File: src/logic/pwm_regs.vh
// Register map, field positions, reset values and divider counts of the dual PWM block.
`ifndef PWM_REGS_VH
`define PWM_REGS_VH

// ==========================================================================
// Register byte addresses
// ==========================================================================
`define ADDR_CHAN_A_CONTROL 8'h00
`define ADDR_CHAN_B_CONTROL 8'h04
`define ADDR_CHAN_A_DUTY 8'h08
`define ADDR_CHAN_B_DUTY 8'h0c
`define ADDR_MODE 8'h10
`define ADDR_STATUS 8'h14

// ==========================================================================
// Field positions
// ==========================================================================
`define CTRL_COARSE_MSB 5
`define CTRL_COARSE_LSB 4
`define CTRL_FINE_MSB 3
`define CTRL_FINE_LSB 0
`define DUTY_VALUE_MSB 5
`define DUTY_VALUE_LSB 0
`define DUTY_POL_BIT 6
`define MODE_WAIT_BIT 0
`define MODE_STOP_BIT 1
`define STAT_PEND_A_BIT 0
`define STAT_PEND_B_BIT 1
`define STAT_COUNT_A_LSB 8
`define STAT_COUNT_B_LSB 16

// ==========================================================================
// Reset values and codes
// ==========================================================================
`define COARSE_RESET 2'h0
`define FINE_RESET 4'h0
`define MODE_RESET 2'h0
`define COARSE_OFF 2'h0
`define COARSE_DIV1 2'h1
`define COARSE_DIV8 2'h2
`define COARSE_DIV16 2'h3
`define DIV8_LAST 4'h7
`define DIV16_LAST 4'hf
`define COUNT_LAST 6'h3f

`endif

File: src/logic/pwm_prescaler.v
// Two-stage prescaler: coarse divide by 1, 8 or 16, then fine divide by value plus one.
`timescale 1ns/1ps
`include "pwm_regs.vh"

module pwm_prescaler #(
    parameter FINE_W = 4
) (
    input wire clk_i,
    input wire rst_i,
    input wire run_i,
    input wire [1:0] coarse_i,
    input wire [FINE_W-1:0] fine_i,
    output reg tick_o
);

    reg [3:0] coarse_cnt_q;
    reg [FINE_W-1:0] fine_cnt_q;
    reg coarse_tick;

    // ======================================================================
    // Coarse stage
    // ======================================================================
    always @*
    begin
        case (coarse_i)
            `COARSE_DIV1: coarse_tick = 1'b1;
            `COARSE_DIV8: coarse_tick = (coarse_cnt_q[2:0] == `DIV8_LAST);
            `COARSE_DIV16: coarse_tick = (coarse_cnt_q == `DIV16_LAST);
            default: coarse_tick = 1'b0;
        endcase
    end

    always @(posedge clk_i)
    begin
        if (rst_i || !run_i)
        begin
            coarse_cnt_q <= 4'h0;
        end
        else
        begin
            coarse_cnt_q <= coarse_cnt_q + 4'h1;
        end
    end

    // ======================================================================
    // Fine stage
    // ======================================================================
    // The compare is "at or above" so that lowering the fine value mid-count
    // takes effect at once instead of running the counter round.
    always @(posedge clk_i)
    begin
        if (rst_i || !run_i)
        begin
            fine_cnt_q <= {FINE_W{1'b0}};
            tick_o <= 1'b0;
        end
        else if (coarse_tick)
        begin
            if (fine_cnt_q >= fine_i)
            begin
                fine_cnt_q <= {FINE_W{1'b0}};
                tick_o <= 1'b1;
            end
            else
            begin
                fine_cnt_q <= fine_cnt_q + {{(FINE_W-1){1'b0}}, 1'b1};
                tick_o <= 1'b0;
            end
        end
        else
        begin
            tick_o <= 1'b0;
        end
    end

endmodule // pwm_prescaler

File: src/logic/dual_six_bit_pwm.v
// Two 6-bit PWM channels with buffered duty, polarity and an APB register slave.
// ==========================================================================
// How it works
// - Two channels, 64-step counter, two prescalers.
// - Coarse code selects stop, /1, /8, /16.
// - Fine prescaler divides by value plus one.
// - Duty zero inactive; 3F active 63/64.
// - Duty zero, polarity zero gives steady high.
// - Polarity one active high, zero active low.
// - Enabled duty writes load at period end.
// - Disabled duty writes load at once.
// - Control writes take effect immediately.
// - Only duty writes to an enabled channel wait for the cycle end.
// - Duty read returns active value, not buffer.
// - Non-zero coarse code takes over the pin.
// - Channel B behaves exactly like channel A.
// - Reset clears coarse fields, outputs go low.
// - Reset leaves duty bits unchanged.
// - Wait mode keeps channels running.
// - Stop mode aborts channels mid-phase.
// ==========================================================================
`timescale 1ns/1ps
`include "pwm_regs.vh"

module dual_six_bit_pwm #(
    parameter ADDR_W = 8,
    parameter DUTY_W = 6,
    parameter FINE_W = 4
) (
    input wire clk_i,
    input wire rst_i,
    input wire psel_i,
    input wire penable_i,
    input wire pwrite_i,
    input wire [ADDR_W-1:0] paddr_i,
    input wire [31:0] pwdata_i,
    input wire [3:0] pstrb_i,
    output wire [31:0] prdata_o,
    output wire pready_o,
    output wire pslverr_o,
    output wire pwm_channel_a_o,
    output wire pwm_channel_b_o,
    output wire pin_takeover_a_o,
    output wire pin_takeover_b_o
);

    // ======================================================================
    // APB handshake
    // ======================================================================
    // Every access has one wait state so that ready, read data and error
    // can all come from flip-flops.
    reg pready_q;
    reg pready_d;
    reg pslverr_q;
    reg pslverr_d;
    reg [31:0] prdata_q;
    reg [31:0] prdata_d;
    reg mapped;
    reg [1:0] mode_q;
    wire commit;
    wire wr_commit;
    reg [1:0] ctrl_wr;
    reg [1:0] duty_wr;
    reg mode_wr;
    wire stop;

    assign commit = psel_i && penable_i && pready_q;
    assign wr_commit = commit && pwrite_i && pstrb_i[0];
    assign stop = mode_q[`MODE_STOP_BIT];

    // ======================================================================
    // Register write decode
    // ======================================================================
    // A committed write with the low byte lane off changes nothing.
    // Writes to the status word fall through and are dropped.
    always @*
    begin
        ctrl_wr = 2'b00;
        duty_wr = 2'b00;
        mode_wr = 1'b0;
        if (wr_commit)
        begin
            if (paddr_i == `ADDR_CHAN_A_CONTROL)
            begin
                ctrl_wr[0] = 1'b1;
            end
            else if (paddr_i == `ADDR_CHAN_B_CONTROL)
            begin
                ctrl_wr[1] = 1'b1;
            end
            else if (paddr_i == `ADDR_CHAN_A_DUTY)
            begin
                duty_wr[0] = 1'b1;
            end
            else if (paddr_i == `ADDR_CHAN_B_DUTY)
            begin
                duty_wr[1] = 1'b1;
            end
            else if (paddr_i == `ADDR_MODE)
            begin
                mode_wr = 1'b1;
            end
        end
    end

    // Per-channel state gathered from the generate loop for readback and the pin outputs.
    wire [1:0] coarse_w [0:1];
    wire [FINE_W-1:0] fine_w [0:1];
    wire [DUTY_W-1:0] act_duty_w [0:1];
    wire [1:0] act_pol_w;
    wire [1:0] pend_w;
    wire [DUTY_W-1:0] count_w [0:1];
    wire [1:0] pwm_w;
    wire [1:0] take_w;

    always @*
    begin
        pready_d = psel_i && penable_i && !pready_q;
        prdata_d = 32'h0000_0000;
        mapped = 1'b1;
        if (paddr_i == `ADDR_CHAN_A_CONTROL)
        begin
            prdata_d[`CTRL_COARSE_MSB:`CTRL_COARSE_LSB] = coarse_w[0];
            prdata_d[`CTRL_FINE_MSB:`CTRL_FINE_LSB] = fine_w[0];
        end
        else if (paddr_i == `ADDR_CHAN_B_CONTROL)
        begin
            prdata_d[`CTRL_COARSE_MSB:`CTRL_COARSE_LSB] = coarse_w[1];
            prdata_d[`CTRL_FINE_MSB:`CTRL_FINE_LSB] = fine_w[1];
        end
        else if (paddr_i == `ADDR_CHAN_A_DUTY)
        begin
            prdata_d[`DUTY_VALUE_MSB:`DUTY_VALUE_LSB] = act_duty_w[0];
            prdata_d[`DUTY_POL_BIT] = act_pol_w[0];
        end
        else if (paddr_i == `ADDR_CHAN_B_DUTY)
        begin
            prdata_d[`DUTY_VALUE_MSB:`DUTY_VALUE_LSB] = act_duty_w[1];
            prdata_d[`DUTY_POL_BIT] = act_pol_w[1];
        end
        else if (paddr_i == `ADDR_MODE)
        begin
            prdata_d[1:0] = mode_q;
        end
        else if (paddr_i == `ADDR_STATUS)
        begin
            prdata_d[`STAT_PEND_A_BIT] = pend_w[0];
            prdata_d[`STAT_PEND_B_BIT] = pend_w[1];
            prdata_d[`STAT_COUNT_A_LSB +: DUTY_W] = count_w[0];
            prdata_d[`STAT_COUNT_B_LSB +: DUTY_W] = count_w[1];
        end
        else
        begin
            mapped = 1'b0;
        end
        pslverr_d = pready_d && !mapped;
        if (!pready_d || pwrite_i || !mapped)
        begin
            prdata_d = 32'h0000_0000;
        end
    end

    always @(posedge clk_i)
    begin
        if (rst_i)
        begin
            pready_q <= 1'b0;
            pslverr_q <= 1'b0;
            prdata_q <= 32'h0000_0000;
        end
        else
        begin
            pready_q <= pready_d;
            pslverr_q <= pslverr_d;
            prdata_q <= prdata_d;
        end
    end

    // ======================================================================
    // Low-power mode register
    // ======================================================================
    // The wait bit is stored only; the channels ignore it and keep running.
    always @(posedge clk_i)
    begin
        if (rst_i)
        begin
            mode_q <= `MODE_RESET;
        end
        else if (mode_wr)
        begin
            mode_q <= pwdata_i[1:0];
        end
    end

    // ======================================================================
    // Channels
    // ======================================================================
    genvar i;
    generate
        for (i = 0; i < 2; i = i + 1)
        begin : g_chan
            reg [1:0] coarse_q;
            reg [FINE_W-1:0] fine_q;
            reg [DUTY_W-1:0] buf_duty_q;
            reg buf_pol_q;
            reg [DUTY_W-1:0] act_duty_q;
            reg act_pol_q;
            reg pend_q;
            reg [DUTY_W-1:0] count_q;
            reg pwm_q;
            reg take_q;
            wire enabled;
            wire tick;
            wire period_end;
            wire load_buf;
            wire active;

            assign enabled = (coarse_q != `COARSE_OFF);
            assign period_end = tick && (count_q == `COUNT_LAST);
            assign load_buf = pend_q && (!enabled || period_end);
            assign active = (count_q < act_duty_q);

            pwm_prescaler #(
                .FINE_W(FINE_W)
            ) u_prescaler (
                .clk_i(clk_i),
                .rst_i(rst_i),
                .run_i(enabled && !stop),
                .coarse_i(coarse_q),
                .fine_i(fine_q),
                .tick_o(tick)
            );

            always @(posedge clk_i)
            begin
                if (rst_i)
                begin
                    coarse_q <= `COARSE_RESET;
                    fine_q <= `FINE_RESET;
                end
                else if (ctrl_wr[i])
                begin
                    coarse_q <= pwdata_i[`CTRL_COARSE_MSB:`CTRL_COARSE_LSB];
                    fine_q <= pwdata_i[`CTRL_FINE_MSB:`CTRL_FINE_LSB];
                end
            end

            // Duty and polarity carry no reset and survive it unchanged.
            always @(posedge clk_i)
            begin
                if (duty_wr[i])
                begin
                    buf_duty_q <= pwdata_i[`DUTY_VALUE_MSB:`DUTY_VALUE_LSB];
                    buf_pol_q <= pwdata_i[`DUTY_POL_BIT];
                end
                if (duty_wr[i] && !enabled)
                begin
                    act_duty_q <= pwdata_i[`DUTY_VALUE_MSB:`DUTY_VALUE_LSB];
                    act_pol_q <= pwdata_i[`DUTY_POL_BIT];
                end
                else if (load_buf)
                begin
                    act_duty_q <= buf_duty_q;
                    act_pol_q <= buf_pol_q;
                end
            end

            // A write landing on the period boundary stays pending.
            always @(posedge clk_i)
            begin
                if (rst_i)
                begin
                    pend_q <= 1'b0;
                end
                else if (duty_wr[i] && enabled)
                begin
                    pend_q <= 1'b1;
                end
                else if (load_buf || (duty_wr[i] && !enabled))
                begin
                    pend_q <= 1'b0;
                end
            end

            // The counter restarts from zero whenever the channel is off or stopped.
            always @(posedge clk_i)
            begin
                if (rst_i || !enabled || stop)
                begin
                    count_q <= {DUTY_W{1'b0}};
                end
                else if (tick)
                begin
                    count_q <= count_q + {{(DUTY_W-1){1'b0}}, 1'b1};
                end
            end

            // In stop the pin level freezes in whatever phase it had.
            always @(posedge clk_i)
            begin
                if (rst_i || !enabled)
                begin
                    pwm_q <= 1'b0;
                    take_q <= 1'b0;
                end
                else
                begin
                    take_q <= 1'b1;
                    if (!stop)
                    begin
                        pwm_q <= act_pol_q ? active : !active;
                    end
                end
            end

            assign coarse_w[i] = coarse_q;
            assign fine_w[i] = fine_q;
            assign act_duty_w[i] = act_duty_q;
            assign act_pol_w[i] = act_pol_q;
            assign pend_w[i] = pend_q;
            assign count_w[i] = count_q;
            assign pwm_w[i] = pwm_q;
            assign take_w[i] = take_q;
        end
    endgenerate

    // ======================================================================
    // Outputs
    // ======================================================================
    assign prdata_o = prdata_q;
    assign pready_o = pready_q;
    assign pslverr_o = pslverr_q;
    assign pwm_channel_a_o = pwm_w[0];
    assign pwm_channel_b_o = pwm_w[1];
    assign pin_takeover_a_o = take_w[0];
    assign pin_takeover_b_o = take_w[1];

endmodule // dual_six_bit_pwm

File: config.mk
export PLATFORM = sky130hd
export DESIGN_NAME = dual_six_bit_pwm
export DESIGN_NICKNAME = d
export VERILOG_FILES = /design/src/logic/pwm_prescaler.v /design/src/logic/dual_six_bit_pwm.v
export VERILOG_INCLUDE_DIRS = /design/src /design/src/logic
export SDC_FILE = /design/constraint.sdc
export NUM_CORES = 1
export LEC_CHECK = 0
export BUFFER_PORTS_ARGS = -buffer_cell sky130_fd_sc_hd__buf_2
export CORE_MARGIN = 1
export CORE_UTILIZATION = 50
export DETAILED_ROUTE_END_ITERATION = 16
export PLACE_DENSITY = 0.76
export SLEW_MARGIN = 20
export SYNTH_ARGS = -nofsm -noshare
export SYNTH_HDL_FRONTEND = slang
export SYNTH_SLANG_ARGS = --single-unit
File: constraint.sdc
create_clock -name clk_i -period 2.15 [get_ports clk_i]
set_clock_uncertainty 0.05 [all_clocks]
set_input_delay 0.215 -clock clk_i [delete_from_list [all_inputs] [get_ports clk_i]]
set_output_delay 0.215 -clock clk_i [all_outputs]
set_load 0.01 [all_outputs]
== Yosys cells after proc, flatten, opt, wreduce, memory -nomap -nowiden ==
Cells that the tools add are included.

* $add $sub $neg: 6
* $lt $le $gt $ge: 4
* Equality and inequality tests: 17
* Muxes and demuxes: 51
* Bitwise logic cells: 3
* Reductions and logical operators: 50

{| class="wikitable"
|+ Operators with widths
! kind !! count
|-
| $mux W6 || 6
|-
| $mux W1 || 32
|-
| $add A4 B1 Y4 const B || 4
|-
| $eq A8 B4 Y1 const B || 2
|-
| $eq A8 B5 Y1 const B || 2
|-
| $logic_and A1 B1 Y1 || 16
|-
| $mux W2 || 7
|-
| $add A6 B1 Y6 const B || 2
|-
| $eq A6 B6 Y1 const B || 2
|-
| $logic_or A1 B1 Y1 || 12
|-
| $lt A6 B6 Y1 || 2
|-
| $reduce_bool A2 Y1 || 6
|-
| $logic_not A1 Y1 || 10
|-
| $eq A2 B2 Y1 const B || 4
|-
| $eq A4 B4 Y1 const B || 2
|-
| $eq A8 B3 Y1 const B || 1
|-
| $ge A4 B4 Y1 || 2
|-
| $logic_not A8 Y1 || 1
|-
| $mux W4 || 2
|-
| $reduce_or A8 Y1 || 1
|-
| $mux W7 || 1
|-
| $eq A3 B3 Y1 const B || 2
|-
| $pmux W1 S3 || 2
|-
| $reduce_or A2 Y1 || 3
|-
| other kinds (4) || 7
|}

* Bits in registers: 112
* Bits of input ports: 49
* Output and inout bits: 38

== Depth between registers and ports, before layout ==
* Word-level depth: 10
* Gate-level depth with buffers: 7
* Mapped depth without buffers: 7

== Modules after synthesis ==
From an unflattened synthesis, not the netlist that was laid out.

* Cells, all modules: 426
* Area, all modules: 4640.7 um^2

{| class="wikitable"
|+ Modules (own cells, without submodules)
! module !! instances !! cells each !! area each (um^2) !! sequential area each (um^2)
|-
| dual_six_bit_pwm || 1 || 314 || 3579.7 || 1901.8
|-
| pwm_prescaler || 2 || 56 || 530.5 || 180.2
|}

== Least setup slack after synthesis ==
No wires, ideal clock.

* Path kind: input to register
* Start point: input paddr_i[7]
* End point: register g_chan[1].act_duty_q[0], data pin
* Setup time: 0.260 ns
* Arrival: 1.856 ns
* Setup slack: -0.016 ns
* Cell stages on the path: 5
* Path buffers: 0
* Cell sequence: or4_4 nor3_4 nand2_2 nor4_4 mux2_2

* Longest elaborated chain between the ends: 8
* Elaborated cells on any way between the ends: 11

{| class="wikitable"
|+ RTL lines
! what !! line !! RTL
|-
| from (decl) || dual_six_bit_pwm.v:35 || <nowiki>input wire [ADDR_W-1:0] paddr_i,</nowiki>
|-
| $eq A8 B4 Y1 (no line) || n/a ||
|-
| $mux W1 || dual_six_bit_pwm.v:95 || <nowiki>else if (paddr_i == `ADDR_CHAN_B_DUTY)</nowiki>
|-
| $mux W1 || dual_six_bit_pwm.v:91 || <nowiki>else if (paddr_i == `ADDR_CHAN_A_DUTY)</nowiki>
|-
| $mux W2 || dual_six_bit_pwm.v:87 || <nowiki>else if (paddr_i == `ADDR_CHAN_B_CONTROL)</nowiki>
|-
| $mux W2 (*) || dual_six_bit_pwm.v:83 || <nowiki>if (paddr_i == `ADDR_CHAN_A_CONTROL)</nowiki>
|-
| $mux W2 (*) || dual_six_bit_pwm.v:81 || <nowiki>if (wr_commit)</nowiki>
|-
| $logic_and A1 B1 Y1 (*) || dual_six_bit_pwm.v:256 || <nowiki>if (duty_wr[i] && !enabled)</nowiki>
|-
| $mux W6 (*) || dual_six_bit_pwm.v:256 ||
|-
| to (signal assigned) || dual_six_bit_pwm.v:258 || <nowiki>act_duty_q <= pwdata_i[`DUTY_VALUE_MSB:`DUTY_VALUE_LSB];</nowiki>
|-
| to (signal assigned) || dual_six_bit_pwm.v:263 || <nowiki>act_duty_q <= buf_duty_q;</nowiki>
|-
| to (decl) || dual_six_bit_pwm.v:206 || <nowiki>reg [DUTY_W-1:0] act_duty_q;</nowiki>
|}

Mark *: on every way between the ends. The rest lies on a longest branch, timed or not.
A chain may end at the register's enable or synchronous reset.

== Worst setup path after layout ==
* Start point: register pready_q (netlist: pready_o)
* End point: register g_chan[1].act_duty_q[5], data pin

* Longest elaborated chain between the ends: 6

{| class="wikitable"
|+ RTL lines
! what !! line !! RTL
|-
| from (decl) || dual_six_bit_pwm.v:52 || <nowiki>reg pready_q;</nowiki>
|-
| from (signal assigned) || dual_six_bit_pwm.v:173 || <nowiki>pready_q <= pready_d;</nowiki>
|-
| $logic_and A1 B1 Y1 || dual_six_bit_pwm.v:67 || <nowiki>assign commit = psel_i && penable_i && pready_q;</nowiki>
|-
| $logic_and A1 B1 Y1 (2 in series) || dual_six_bit_pwm.v:68 || <nowiki>assign wr_commit = commit && pwrite_i && pstrb_i[0];</nowiki>
|-
| $mux W2 || dual_six_bit_pwm.v:81 ||
|-
| $logic_and A1 B1 Y1 || dual_six_bit_pwm.v:256 ||
|-
| $mux W6 || dual_six_bit_pwm.v:256 ||
|}

No other way between the ends.

==> summary.md <==
| Metric | Value |
|---|---|
| Adder-Cell Fraction of Synth Area | `7.36%` |
| Period utilisation layout | `87.5%` |
| Setup TNS Final | `0 ps` |
| Final wirelength | `8810 µm` |
| Ys flop type | `dfxtp_1` |
| Post-CTS Resized | `0` |
| Core area | `8380 µm²` |
| Comb pwr share | `between 2 and 3%` |
| Net Switching | `between 600 and 700 µW` |
| Clock transition at path regs | `~90 ps` |
| Min Tclk post-route | `between 1500 and 2000 ps` |
| Mapped Area | `around 4400 µm²` |
| Vias per inst | `5.37` |
| Post-synth EDFFs | `28` |
| Yosys warns | `0` |
| H-tree levels | `3` |
| Via count | `around 3100` |
| Die footprint | `9220 µm²` |
| CP endpoint kind | `flip-flop` |
| Filler cells | `715` |
| Register area share after synthesis | `about 51%` |
| Placed inst area | `between 4000 and 5000 µm²` |
| Pin slew with the least headroom to its limit | `roughly 900 ps` |
| Leakage | `a little over 0.002 µW` |
| Die Ht | `between 90 and 100 µm` |
| Util after Layout | `58.8%` |
| Worst hold path type | `in -> reg` |
| IO Pins | `87` |
| Pin count of the biggest net entering global routing | `21` |
| Clock sinks | `slightly below 100` |
| CP required | `approximately 2200 ps` |
| Vias in the first global route | `2983` |
| Status | `complete, no violations` |
| Hold_buf cts | `0` |
| DR pass1 iterations | `4` |
| Simple-gate share of the synthesized area | `16.0%` |
| Area contributors post-synth | `dfxtp_1, edfxtp_1, ha_1` |
| Mean Syn Cell Area | `approximately 11 µm²` |
| Syn Inst Count | `approximately 420` |
| Port Buffers | `45` |
| Post-CTS Setup Repair Bufs | `0` |
| Fraction of layout cells with a size suffix above 1 | `between 10% and 20%` |
| Die X | `96.0 µm` |
| Synth unique cells | `42` |
| DRT iter0 DRCs | `roughly 160` |
| Antenna violations before repair | `0` |
| Clock root cell | `clkbuf_8` |
| DP HPWL | `around 6800 µm` |
| Peak Freq | `531 MHz` |
| Row cnt | `33` |
| Inst Count DP | `~570` |
| Largest area contributor in the synthesized netlist | `dfxtp_1` |
| Synth Register Bits | `99` |
| Synth Area in XOR/XNOR | `3.17%` |
| Number of max-cap violations | `0` |
| FFs w/ async S/R, synth | `0%` |
| Sw Share | `22.0%` |
| Synth top area share | `about 32%` |
| Gpl congestion | `0.882` |
| Largest family of logic cells by synthesized area | `simple AND/OR/NAND/NOR gates` |
| RSZ-0062 raised after global routing | `no` |
| Maximum vdd drop | `351 µV` |
| Initial Util | `52.7%` |
| Mux contribution to synthesized area | `10.1%` |
| DRC errors left | `0` |
| Internal | `roughly 2400 µW` |
| Final count of hold timing violations | `0` |
| CTS tree | `built` |
| CTS buffer count | `9` |
| WS Path Type | `reg -> reg` |
| Worst-skew pair later-pin latency | `approximately 360 ps` |
| Fin area | `between 4000 and 5000 µm²` |
| First-pass GRT wire length | `about 14000 µm` |
| Post-Layout Cell Count | `~600` |
| # setup viols final | `0` |
| Post-route ant nets | `0` |
| # nets final | `549` |
| Routed length per instance | `between 15 and 20 µm` |
| Critical Path Start Type | `flip-flop` |
| Slew Viols, Final | `0` |
| CTS max path bufs | `2` |
| Part of the power in the clock network | `between 30 and 40%` |
| GRT Util Overall | `around a fifth` |
| PwrDens | `611 nW/µm²` |
| Crit Path Max Fanout | `8` |
| Layout area overhead | `11.6%` |
| Arr. time, crit path | `just under 2000 ps` |
| Compound-gate portion of the synthesized area | `about 6.7%` |
| Antenna Diode Count | `0` |
| Reg power frac | `63.4%` |
| Slew headroom | `41.1%` |
| Gr ovfl total | `0` |
-- cells by family after synthesis --
family / Yosys count
and+or+nand+nor: 134
DFF: 99
AOI/OAI and AO/OA: 50
buffers and inverters: 50
muxes: 43
adders and majority gates: 26
xor gates and xnor gates: 16
other: 1
-- synth_stat cells, drive strengths merged (12+ instances only) --
master	instances
xor2	12
and2	16
edfxtp	28
a21oi	18
ha	26
inv	24
nand3	14
mux2i	29
o21ai	12
nand2	28
buf	16
dfxtp	71
mux2	14
nor2	40
-- per-stage QoR --
stage          hold slack (ps)  total power, µW  worst slack, ps
3_3_place_gp               381             2040             32.7
3_5_place_dp               392             2040             1.25
5_1_grt                   43.2             3130              157
2_1_floorplan              264             2010             59.5
4_1_cts                   28.4             3040              263
6_report                  41.2             3010              268
-- cell usage in the layout (no fill, tap or decap), drive strengths merged, types with 5 or more instances in the layout --
cell type,n
a21o,5
ha,26
nand4,7
edfxtp,28
mux2i,29
dfxtp,71
xor2,12
clkbuf,11
nor2,40
mux2,14
nor4b,6
inv,24
conb,13
buf,58
nor3,5
a31oi,6
nand2,28
a21oi,18
nand3,14
and2,16
o21ai,12
-- sequential cells by signal, summed over array words and instances, names as in the netlist, 4 cells and up --
name,count
g_chan.coarse_q,4
g_chan.count_q,12
g_chan.buf_duty_q,12
prdata_o,19
g_chan.u_prescaler.coarse_cnt_q,8
g_chan.fine_q,8
g_chan.u_prescaler.fine_cnt_q,8
g_chan.act_duty_q,12
-- metal layers --
metal / track usage [%] / up-vias / wire length, µm
li1: - / 1548 / -
met1: 25.7 / 1461 / 3840
met2: 35.6 / 108 / 4210
met3: 3.48 / 17 / 535
met4: 9.95 / 0 / 228
met5: 0 / - / 0
-- worst paths after layout --
path / endpoint / depth (start not counted) / from / slack [ps]
min reg2reg: g_chan[0].u_prescaler.coarse_cnt_q[0] / 1 / g_chan[0].u_prescaler.coarse_cnt_q[0] / 400
min: g_chan[0].buf_pol_q / 1 / pwdata_i[6] / 40
max reg2reg: g_chan[1].act_duty_q[5] / 5 / pready_o / 270
max: g_chan[1].act_duty_q[5] / 5 / pready_o / 270
-- layout make-up --
type                    instances  area [µm²]  share of cell area, %
inverters                      24        90.1                   1.83
flip-flops and latches         99        2260                   45.9
well taps                     105         131                   2.66
clock inverters                 5        30.0                  0.609
clock buffers                  11         131                   2.66
repair buffers                 58         323                   6.54
multi-input cells             282        1960                   39.8
-- worst max-delay path, cell delays in order, from the launching register on --
cell,delay (ps)
dfxtp_1,370
and4_1,210
nand3_1,210
nor4_4,250
buf_4,200
mux2_2,340
-- power groups by stage --
stage,Clock [µW],Sequential (µW),Combinational (µW)
6_report,1020,1910,88.4
5_1_grt,1120,1910,96.6
4_1_cts,1040,1910,87.5
3_5_place_dp,0,1950,87.6
3_3_place_gp,0,1950,85.4
2_1_floorplan,0,1960,58.0
Note: power is estimated with default switching activity, not from simulation.
